$ cat src/hdl/pll_synth_params.svh
// Constants for the PLL synthesizer mode and disable control block.
`ifndef PLL_SYNTH_PARAMS_SVH
`define PLL_SYNTH_PARAMS_SVH

// ----------------------------------------------------------------------
// Clock and bus
// ----------------------------------------------------------------------
`define CLK_HZ 100000000
`define ADDR_W 12
`define DATA_W 32

// ----------------------------------------------------------------------
// Register indices (byte address is four times the index)
// ----------------------------------------------------------------------
`define IDX_DIVISION_SYSTEM_SELECT 12'h021
`define IDX_REFERENCE_FREQUENCY_SELECT 12'h031
`define IDX_DIVISION_VALUE 12'h041
`define IDX_SYNTH_STATUS 12'h051

// ----------------------------------------------------------------------
// Reset values
// ----------------------------------------------------------------------
`define DSS_RESET 4'h0
`define RFS_RESET 4'hf
`define DIV_VALUE_RESET 16'h0000

// ----------------------------------------------------------------------
// Division system codes
// ----------------------------------------------------------------------
`define DSS_VCO_OFF 4'h0
`define DSS_DIRECT 4'h1
`define DSS_HIGH_SWALLOW 4'h2
`define DSS_MIDDLE_SWALLOW 4'h3
`define DIRECT_SHIFT 4

// ----------------------------------------------------------------------
// Reference frequency codes and figures in Hz
// ----------------------------------------------------------------------
`define RFS_5K 4'h2
`define RFS_12K5 4'h5
`define RFS_25K 4'h6
`define RFS_50K 4'h7
`define RFS_3K 4'h8
`define RFS_1K 4'hc
`define RFS_9K 4'hd
`define RFS_100K 4'he
`define RFS_DISABLE 4'hf
`define FR_HZ_5K 5000
`define FR_HZ_12K5 12500
`define FR_HZ_25K 25000
`define FR_HZ_50K 50000
`define FR_HZ_3K 3000
`define FR_HZ_1K 1000
`define FR_HZ_9K 9000
`define FR_HZ_100K 100000

// ----------------------------------------------------------------------
// Status register bit positions
// ----------------------------------------------------------------------
`define ST_FULL_DISABLE 0
`define ST_VCO_OFF 1
`define ST_REF_INHIBIT 2
`define ST_UP 3
`define ST_DOWN 4

`endif

$ cat src/hdl/pll_synth_pkg.sv
// Types shared by the PLL synthesizer mode and disable control block.
package pll_synth_pkg;

    typedef enum logic [2:0] {
        div_off,
        div_direct,
        div_middle,
        div_high,
        div_inhibit
    } division_mode_type;

    typedef enum logic [1:0] {
        pump_float,
        pump_up,
        pump_down
    } pump_state_type;

    typedef struct packed {
        logic [3:0] system_sel;
        logic [3:0] ref_sel;
        logic [15:0] value;
    } synth_config_type;

    typedef struct packed {
        logic down;
        logic up;
        logic ref_inhibit;
        logic vco_off;
        logic full_disable;
    } synth_status_type;

endpackage : pll_synth_pkg

$ cat src/hdl/pll_synth_mode_and_disable_control.sv
// PLL synthesizer mode select, divider, comparator and disable control.
`timescale 1ns/100ps
`include "pll_synth_params.svh"

// Notes on behaviour
// (RQ1) Chip enable low halts the whole synthesizer whatever the registers hold.
// (RQ2) Reference select all ones halts the synthesizer even with chip enable high.
// (RQ3) Division select zero pulls VCO inputs down; the rest keeps running.
// (RQ4) Full disable: VCO pulled down, divider stopped, outputs silent, error floats.
// (RQ5) Full disable pulls the loop amplifier input down.
// (RQ6) VCO-off mode: pump keeps running, usually driving error output low.
// (RQ7) Chip-enable reset keeps both mode select registers unchanged.
// (RQ8) Software writes the disable code itself if it wants disable later.
// (RQ9) Power-on reset loads reference select with all ones.
// (RQ10) Clock stop loads reference select with all ones.
// (RQ11) Without clock stop, reference select keeps its value over chip reset.
// (RQ12) Halt with chip enable high leaves configuration untouched.
// (RQ13) Direct division takes the low-band VCO input only.
// (RQ14) Middle-band pulse swallow takes the low-band VCO input.
// (RQ15) High-band pulse swallow takes the high-band VCO input.
// (RQ16) Divider divides selected input by the division value.
// (RQ17) The three registers sit at their fixed register indices.
// (RQ18) Division select code 0001 means direct division on low band.
// (RQ19) Codes 0011 and 0010 select middle and high band swallow.
// (RQ20) Reference codes 1101, 0010, 0110 give 9, 5 and 25 kHz.
// (RQ21) Comparator asks up when slow, down when fast; pump low/high/float.
// (RQ22) Direct division ignores the lowest nibble of the division value.
// (RQ23) Mode changes apply at the next reference period boundary; vco_pulldown and full disable follow the registers at once.
module pll_synth_mode_and_disable_control #(
    parameter int unsigned CLOCK_HZ = `CLK_HZ
) (
    input wire logic pclk,
    input wire logic presetn,
    input wire logic psel,
    input wire logic penable,
    input wire logic pwrite,
    input wire logic [`ADDR_W-1:0] paddr,
    input wire logic [`DATA_W-1:0] pwdata,
    output logic [`DATA_W-1:0] prdata,
    output logic pready,
    output logic pslverr,
    input wire logic chip_enable,
    input wire logic clock_stop,
    input wire logic low_band_vco_input,
    input wire logic high_band_vco_input,
    output logic vco_pulldown,
    output logic loop_amp_pulldown,
    output logic err_out,
    output logic err_oe,
    output logic ref_pulse,
    output logic div_pulse
);

    // ------------------------------------------------------------------
    // Functions
    // ------------------------------------------------------------------
    function automatic logic [`ADDR_W-1:0] byte_addr(
        input logic [`ADDR_W-1:0] idx
    );
        byte_addr = {idx[`ADDR_W-3:0], 2'b00};
    endfunction : byte_addr

    function automatic pll_synth_pkg::division_mode_type decode_mode(
        input logic [3:0] code
    );
        case (code)
            `DSS_VCO_OFF: decode_mode = pll_synth_pkg::div_off;
            // (RQ18) Direct division code.
            `DSS_DIRECT: decode_mode = pll_synth_pkg::div_direct;
            // (RQ19) Swallow band codes.
            `DSS_MIDDLE_SWALLOW: decode_mode = pll_synth_pkg::div_middle;
            `DSS_HIGH_SWALLOW: decode_mode = pll_synth_pkg::div_high;
            default: decode_mode = pll_synth_pkg::div_inhibit;
        endcase
    endfunction : decode_mode

    // A zero period marks a code with no reference output.
    function automatic logic [31:0] ref_period(input logic [3:0] code);
        logic [31:0] hz;
        hz = 32'h0000_0000;
        case (code)
            // (RQ20) Reference frequency decode.
            `RFS_9K: hz = `FR_HZ_9K;
            `RFS_5K: hz = `FR_HZ_5K;
            `RFS_25K: hz = `FR_HZ_25K;
            `RFS_12K5: hz = `FR_HZ_12K5;
            `RFS_50K: hz = `FR_HZ_50K;
            `RFS_3K: hz = `FR_HZ_3K;
            `RFS_1K: hz = `FR_HZ_1K;
            `RFS_100K: hz = `FR_HZ_100K;
            default: hz = 32'h0000_0000;
        endcase
        if (hz == 32'h0000_0000) begin
            ref_period = 32'h0000_0000;
        end else if (CLOCK_HZ < hz) begin
            ref_period = 32'h0000_0001;
        end else begin
            ref_period = 32'(CLOCK_HZ / hz);
        end
    endfunction : ref_period

    // ------------------------------------------------------------------
    // Declarations
    // ------------------------------------------------------------------
    logic [3:0] division_system_select_q;
    logic [3:0] reference_frequency_select_q;
    logic [15:0] division_value_q;
    pll_synth_pkg::synth_config_type active_q;
    pll_synth_pkg::division_mode_type mode;
    pll_synth_pkg::pump_state_type pump_q;
    pll_synth_pkg::pump_state_type pump_d;
    pll_synth_pkg::synth_status_type status;
    logic [31:0] ref_cnt_q;
    logic [31:0] period;
    logic ref_tick;
    logic [15:0] div_cnt_q;
    logic [15:0] div_n;
    logic vco_prev_q;
    logic vco_sel;
    logic vco_edge;
    logic fn_tick;
    logic full_disable;
    logic ref_idle;
    logic setup;
    logic wr;
    logic hit_dss;
    logic hit_rfs;
    logic hit_dv;
    logic hit_st;
    logic [`DATA_W-1:0] rd_d;
    logic [`DATA_W-1:0] prdata_q;
    logic err_out_q;
    logic err_oe_q;
    logic vco_pulldown_q;
    logic loop_amp_pulldown_q;
    logic ref_pulse_q;
    logic div_pulse_q;

    // ------------------------------------------------------------------
    // APB decode
    // ------------------------------------------------------------------
    // (RQ17) Fixed register indices.
    assign hit_dss = paddr == byte_addr(`IDX_DIVISION_SYSTEM_SELECT);
    assign hit_rfs = paddr == byte_addr(`IDX_REFERENCE_FREQUENCY_SELECT);
    assign hit_dv = paddr == byte_addr(`IDX_DIVISION_VALUE);
    assign hit_st = paddr == byte_addr(`IDX_SYNTH_STATUS);
    assign setup = psel && !penable;
    assign wr = psel && penable && pwrite;
    // Zero wait states keep the bus simple; read data is caught at setup.
    assign pready = 1'b1;
    assign pslverr = psel && penable
        && !(hit_dss || hit_rfs || hit_dv || (hit_st && !pwrite));

    always_comb begin
        rd_d = '0;
        if (hit_dss) begin
            rd_d[3:0] = division_system_select_q;
        end else if (hit_rfs) begin
            rd_d[3:0] = reference_frequency_select_q;
        end else if (hit_dv) begin
            rd_d[15:0] = division_value_q;
        end else if (hit_st) begin
            rd_d[4:0] = status;
        end
    end

    always_ff @(posedge pclk or negedge presetn) begin
        if (!presetn) begin
            prdata_q <= '0;
        end else if (setup && !pwrite) begin
            prdata_q <= rd_d;
        end
    end

    assign prdata = prdata_q;

    // ------------------------------------------------------------------
    // Software registers
    // ------------------------------------------------------------------
    // (RQ7) Chip enable never resets the mode selects.
    // (RQ12) Only writes and clock stop change the configuration.
    always_ff @(posedge pclk or negedge presetn) begin
        if (!presetn) begin
            division_system_select_q <= `DSS_RESET;
        end else if (wr && hit_dss) begin
            division_system_select_q <= pwdata[3:0];
        end
    end

    // (RQ9) Power-on reset enters full disable.
    always_ff @(posedge pclk or negedge presetn) begin
        if (!presetn) begin
            reference_frequency_select_q <= `RFS_RESET;
        // (RQ10) Clock stop forces disable.
        end else if (clock_stop) begin
            reference_frequency_select_q <= `RFS_DISABLE;
        // (RQ11) Otherwise value is held.
        end else if (wr && hit_rfs) begin
            reference_frequency_select_q <= pwdata[3:0];
        end
    end

    always_ff @(posedge pclk or negedge presetn) begin
        if (!presetn) begin
            division_value_q <= `DIV_VALUE_RESET;
        end else if (wr && hit_dv) begin
            division_value_q <= pwdata[15:0];
        end
    end

    // ------------------------------------------------------------------
    // Disable decode
    // ------------------------------------------------------------------
    // (RQ1) Chip enable low halts.
    // (RQ2) Disable code halts.
    assign full_disable = !chip_enable
        || (reference_frequency_select_q == `RFS_DISABLE);
    assign mode = decode_mode(active_q.system_sel);
    assign period = ref_period(active_q.ref_sel);
    assign ref_idle = full_disable || (period == 32'h0000_0000);

    // ------------------------------------------------------------------
    // Active configuration
    // ------------------------------------------------------------------
    // (RQ23) Apply new modes at period boundary.
    // An idle generator has no boundary, so it takes a new setting at once.
    always_ff @(posedge pclk or negedge presetn) begin
        if (!presetn) begin
            active_q <= {`DSS_RESET, `RFS_RESET, `DIV_VALUE_RESET};
        end else if (ref_tick || ref_idle) begin
            active_q.system_sel <= division_system_select_q;
            active_q.ref_sel <= reference_frequency_select_q;
            active_q.value <= division_value_q;
        end
    end

    // ------------------------------------------------------------------
    // Reference generator
    // ------------------------------------------------------------------
    assign ref_tick = !ref_idle && (ref_cnt_q + 32'h1 >= period);

    always_ff @(posedge pclk or negedge presetn) begin
        if (!presetn) begin
            ref_cnt_q <= '0;
        // (RQ4) Reference output stops.
        end else if (ref_idle || ref_tick) begin
            ref_cnt_q <= '0;
        end else begin
            ref_cnt_q <= ref_cnt_q + 32'h1;
        end
    end

    // ------------------------------------------------------------------
    // VCO input selection and programmable divider
    // ------------------------------------------------------------------
    always_comb begin
        vco_sel = 1'b0;
        case (mode)
            // (RQ13) Direct uses low band.
            pll_synth_pkg::div_direct: vco_sel = low_band_vco_input;
            // (RQ14) Middle swallow uses low band.
            pll_synth_pkg::div_middle: vco_sel = low_band_vco_input;
            // (RQ15) High swallow uses high band.
            pll_synth_pkg::div_high: vco_sel = high_band_vco_input;
            default: vco_sel = 1'b0;
        endcase
    end

    // (RQ22) Direct division drops the low nibble.
    assign div_n = (mode == pll_synth_pkg::div_direct)
        ? (active_q.value >> `DIRECT_SHIFT) : active_q.value;

    always_ff @(posedge pclk or negedge presetn) begin
        if (!presetn) begin
            vco_prev_q <= 1'b0;
        end else begin
            vco_prev_q <= vco_sel;
        end
    end

    assign vco_edge = vco_sel && !vco_prev_q && !full_disable;
    // (RQ16) One output pulse per division value edges.
    assign fn_tick = vco_edge && (div_cnt_q + 16'h1 >= div_n);

    always_ff @(posedge pclk or negedge presetn) begin
        if (!presetn) begin
            div_cnt_q <= '0;
        // (RQ4) Divider stops.
        end else if (full_disable || fn_tick) begin
            div_cnt_q <= '0;
        end else if (vco_edge) begin
            div_cnt_q <= div_cnt_q + 16'h1;
        end
    end

    // ------------------------------------------------------------------
    // Phase comparator
    // ------------------------------------------------------------------
    // (RQ21) Up when divided edge lags, down when it leads.
    // (RQ6) With no divided input the comparator sits in up.
    always_comb begin
        pump_d = pump_q;
        case (pump_q)
            pll_synth_pkg::pump_float: begin
                if (ref_tick && !fn_tick) begin
                    pump_d = pll_synth_pkg::pump_up;
                end else if (fn_tick && !ref_tick) begin
                    pump_d = pll_synth_pkg::pump_down;
                end
            end
            pll_synth_pkg::pump_up: begin
                if (fn_tick) begin
                    pump_d = pll_synth_pkg::pump_float;
                end
            end
            pll_synth_pkg::pump_down: begin
                if (ref_tick) begin
                    pump_d = pll_synth_pkg::pump_float;
                end
            end
            default: pump_d = pll_synth_pkg::pump_float;
        endcase
        // (RQ4) Comparator output stops.
        if (full_disable) begin
            pump_d = pll_synth_pkg::pump_float;
        end
    end

    always_ff @(posedge pclk or negedge presetn) begin
        if (!presetn) begin
            pump_q <= pll_synth_pkg::pump_float;
        end else begin
            pump_q <= pump_d;
        end
    end

    // ------------------------------------------------------------------
    // Charge pump and pin controls
    // ------------------------------------------------------------------
    // (RQ21) Up drives low, down drives high, otherwise float.
    // (RQ4) Full disable floats the error output.
    always_ff @(posedge pclk or negedge presetn) begin
        if (!presetn) begin
            err_out_q <= 1'b0;
            err_oe_q <= 1'b0;
        end else begin
            err_out_q <= pump_d == pll_synth_pkg::pump_down;
            err_oe_q <= pump_d != pll_synth_pkg::pump_float;
        end
    end

    // (RQ3) VCO-off code pulls inputs down only.
    // (RQ4) Full disable pulls inputs down.
    // (RQ5) Full disable pulls amplifier input down.
    always_ff @(posedge pclk or negedge presetn) begin
        if (!presetn) begin
            vco_pulldown_q <= 1'b1;
            loop_amp_pulldown_q <= 1'b1;
        end else begin
            vco_pulldown_q <= full_disable
                || (division_system_select_q == `DSS_VCO_OFF);
            loop_amp_pulldown_q <= full_disable;
        end
    end

    always_ff @(posedge pclk or negedge presetn) begin
        if (!presetn) begin
            ref_pulse_q <= 1'b0;
            div_pulse_q <= 1'b0;
        end else begin
            ref_pulse_q <= ref_tick;
            div_pulse_q <= fn_tick;
        end
    end

    // ------------------------------------------------------------------
    // Status and outputs
    // ------------------------------------------------------------------
    assign status.full_disable = full_disable;
    assign status.vco_off = mode == pll_synth_pkg::div_off;
    assign status.ref_inhibit = period == 32'h0000_0000;
    assign status.up = pump_q == pll_synth_pkg::pump_up;
    assign status.down = pump_q == pll_synth_pkg::pump_down;

    assign err_out = err_out_q;
    assign err_oe = err_oe_q;
    assign vco_pulldown = vco_pulldown_q;
    assign loop_amp_pulldown = loop_amp_pulldown_q;
    assign ref_pulse = ref_pulse_q;
    assign div_pulse = div_pulse_q;

endmodule : pll_synth_mode_and_disable_control

$ cat config.mk
export PLATFORM = sky130hd
export DESIGN_NAME = pll_synth_mode_and_disable_control
export DESIGN_NICKNAME = d
export VERILOG_FILES = /design/src/hdl/pll_synth_pkg.sv /design/src/hdl/pll_synth_mode_and_disable_control.sv
export VERILOG_INCLUDE_DIRS = /design/src /design/src/hdl
export SDC_FILE = /design/constraint.sdc
export NUM_CORES = 1
export LEC_CHECK = 0
export ABC_CLOCK_PERIOD_IN_PS = 99100
export BUFFER_PORTS_ARGS = -buffer_cell sky130_fd_sc_hd__clkbuf_2
export CORE_MARGIN = 2
export CORE_UTILIZATION = 50
export DETAILED_ROUTE_END_ITERATION = 6
export GPL_TIMING_DRIVEN = 1
export PLACE_DENSITY = 0.72
export SETUP_SLACK_MARGIN = 0.3
export SYNTH_ARGS = -nofsm -noshare
export SYNTH_HDL_FRONTEND = slang
export SYNTH_SLANG_ARGS = --single-unit
$ cat constraint.sdc
create_clock -name pclk -period 99.1 [get_ports pclk]
set_input_delay 4.955 -clock pclk [delete_from_list [all_inputs] [get_ports pclk]]
set_output_delay 4.955 -clock pclk [all_outputs]
set_load 0.03 [all_outputs]
==> flow_summary_export.csv <==
group,metric,value,unit
logic_synthesis,synth_warnings,0,
cts,cts_buffers,17,
floorplanning,rows,87,
route,drt_first_pass_iters,5,
floorplanning,start_util,50.4,%
placed_design,dp_cells,4520,
final_layout,fin_cells,4552,
cts,cts-root-buf,"clkbuf_16",
timing,final_max_slew_viol_count,0,
cts,cts.clk_slew.worst_paths,0.06,ns
placed_design,gp_congestion,0.920,
logic_synthesis,ys_seq_area_share,10.8,%
grt,grt_usage,24.6,%
grt,grt_pass1_vias,25600,
logic_synthesis,syn_area_per_cell,7.50,um^2
logic_synthesis,yosysMostFrequentCell,"ha_1",
logic_synthesis,syn_area,0.0282,mm^2
floorplanning,die-width,242,um
grt,antenna_found_initial,0,
cts,holdBufCountCts,0,
logic_synthesis,synth.area.top_cells,"ha_1 16%, dfrtp_1 9.8%, xnor2_1 5.2%",
logic_synthesis,synth_top_area_share,16.4,%
worst_setup_path,end_kind,"flip-flop",
logic_synthesis,synth_top_area_cell,"ha_1",
cts,cts_tree,"done",
timing,finalClockSkew,0.00900,ns
final_layout,area_growth,5.54,%
grt,grt-ovfl-total,0,
final_layout,n_fill_cell,5465,
worst_setup_path,cpPeakStageDelay,0.82,ns
route,drc,0,
floorplanning,fp.dieArea,0.0584,mm^2
cts,cts_resized,0,
timing,worst_pin_slew,1.15,ns
cts,clock-sinks,121,
worst_setup_path,critPathMaxFanout,42,
worst_setup_path,critPathRequiredTime,99.43,ns
timing,slew_headroom,23.1,%
route,avgRoutedWirePerCell,16.4,um
worst_setup_path,cp.arrival,86.99,ns
job,maxCapViolCount,0,
run_status,outcome,"completed",
timing,rsz0062_at_grt,"false",
final_layout,multi_input_area,0.0242,mm^2
timing,setup-violations-final,0,
placed_design,numPortBuffers,59,
route,via_per_inst,6.12,
worst_setup_path,rrSetupSlack,12.44,ns
timing,hold_violations,0,
logic_synthesis,synth_edf_count,0,
worst_setup_path,timing_worst_setup_path_type,"flip-flop to flip-flop",
cts,clock_latency,0.42,ns
grt,grt_max_degree,65,
timing,fmaxAchievable,11.5,MHz
route,routed_wl,74500,um
logic_synthesis,netlist_instances,3763,
cts,htree_levels,4,
timing,tns,0,ns
timing,period_minus_slack,86.66,ns
logic_synthesis,synth.distinct_cells,141,
floorplanning,io_pins,93,
worst_setup_path,cp_common_cell,"a21oi_1",
min_path,hold_path.class,"flip-flop to flip-flop",
timing,min_period_over_period,87.4,%
final_layout,fin_nets,4211,
logic_synthesis,synthArstFlopShare,100,%
final_layout,register_area,0.00304,mm^2
worst_setup_path,cp-start-kind,"flip-flop",
logic_synthesis,ys.flop_type,"dfrtp_1",
logic_synthesis,synth_commonest_cells,"370 x ha_1, 360 x nor2_1, 342 x nand2_1",
floorplanning,core-area,0.0561,mm^2
worst_setup_path,slowest_stage,"nor4b_1",
route,vias,27800,
final_layout,diodes,0,
logic_synthesis,ys_seq_elements,121,
final_layout,drive_above_1_share,9.88,%
cts,postCtsSetupRepairBufs,0,
grt,grt_first_pass_wirelength,125000,um
route,drt_iter0_markers,1737,
floorplanning,die_h,242,um
placed_design,dp_hpwl,57800,um
route,ant_nets,0,
cts,clockBufferDepth,2,
[path summary, 6_finish.rpt]
| check | startpoint | to | cells after the start |
|---|---|---|---|
| hold / removal | prdata[4] | prdata[4] | 2 |
| min in group asynchronous | presetn | active_q[12] | 1 |
| max in group asynchronous | presetn | ref_cnt_q[13] | 2 |
| setup / recovery | active_q[16] | active_q[17] | 389 |
| setup reg to reg | active_q[16] | active_q[17] | 389 |
| hold reg to reg | prdata[4] | prdata[4] | 2 |
[placed cells by master, fill, tap and decap left out, types with 30 or more instances in the layout]
cell and count:
o31ai_1 55, mux2_2 106, a21oi_1 291, ha_1 370
conb_1 34, inv_1 123, clkbuf_2 58, xnor2_1 169
or3_1 43, buf_4 37, mux2i_1 48, nand2_1 342
o21ai_0 217, a31oi_1 41, and3_1 36, a21o_1 83
dfrtp_1 111, nor2b_1 78, o21a_1 116, nor3_1 109
a211oi_1 37, nor2_1 359, nand2b_1 80, and2_1 30
o21bai_1 49, nand4_1 53, xor2_1 82, o211ai_1 35
nand3_1 99
[kinds of logic after synthesis]
logic type               Yosys count  synth area share, %
AND/OR/NAND/NOR                 1399                 25.2
buffers and inverters            251                 4.14
other                              2               0.0266
XOR/XNOR                         251                 7.79
multiplexers                     162                 6.31
flip-flops                       121                 10.8
AO/OA/AOI/OAI                   1201                 29.0
adder cells (fa/ha/maj)          376                 16.8
[sequential cells by signal, summed over array words and instances (netlist names), 2 cells and up]
signal / cells
ref_cnt_q: 32
pump_q: 2
division_value_q: 16
reference_frequency_select_q: 4
division_system_select_q: 4
div_cnt_q: 16
prdata: 16
active_q: 24
[critical path: cells and delay by family (launching register included)]
family | cells | cell delay (ns)
adders and majority gates | 31 | 9.86
and+or+nand+nor | 120 | 26.59
buffers and inverters | 13 | 3.22
AOI/OAI and AO/OA | 219 | 43.86
xor gates and xnor gates | 1 | 0.25
DFF | 1 | 0.59
muxes | 5 | 1.96
[layer usage]
metal	part of all wire (%)	track usage [%]
met2	46	42.3
met3	3.5	1.21
met5	0	0
met4	1.6	5.21
met1	48	34.1
[through the flow]
stage / util, % / hold slack [ns] / instance area [um^2] / setup slack (ns)
final: 53.2 / 0.481 / 29800 / 12.44
after global routing: 53.2 / 0.496 / 29800 / 4.61
after CTS: 53.2 / 0.483 / 29800 / 13.47
after detailed placement: 52.1 / 0.470 / 29200 / 13.75
after global placement: 52.1 / 0.465 / 29200 / 14.76
after floorplan: - / 0.416 / 28400 / 21.51
[area by class of cell]
| class | count | area share, % |
|---|---|---|
| Sequential cell | 121 | 10.2 |
| Clock inverter | 15 | 0.592 |
| Tap cell | 756 | 3.17 |
| Multi-Input combinational cell | 3423 | 81.1 |
| Timing Repair Buffer | 95 | 1.91 |
| Inverter | 125 | 1.57 |
| Clock buffer | 17 | 1.43 |
Power is not shown: default switching activity piles up to over one toggle a cycle in this logic, so the estimate is an artifact.
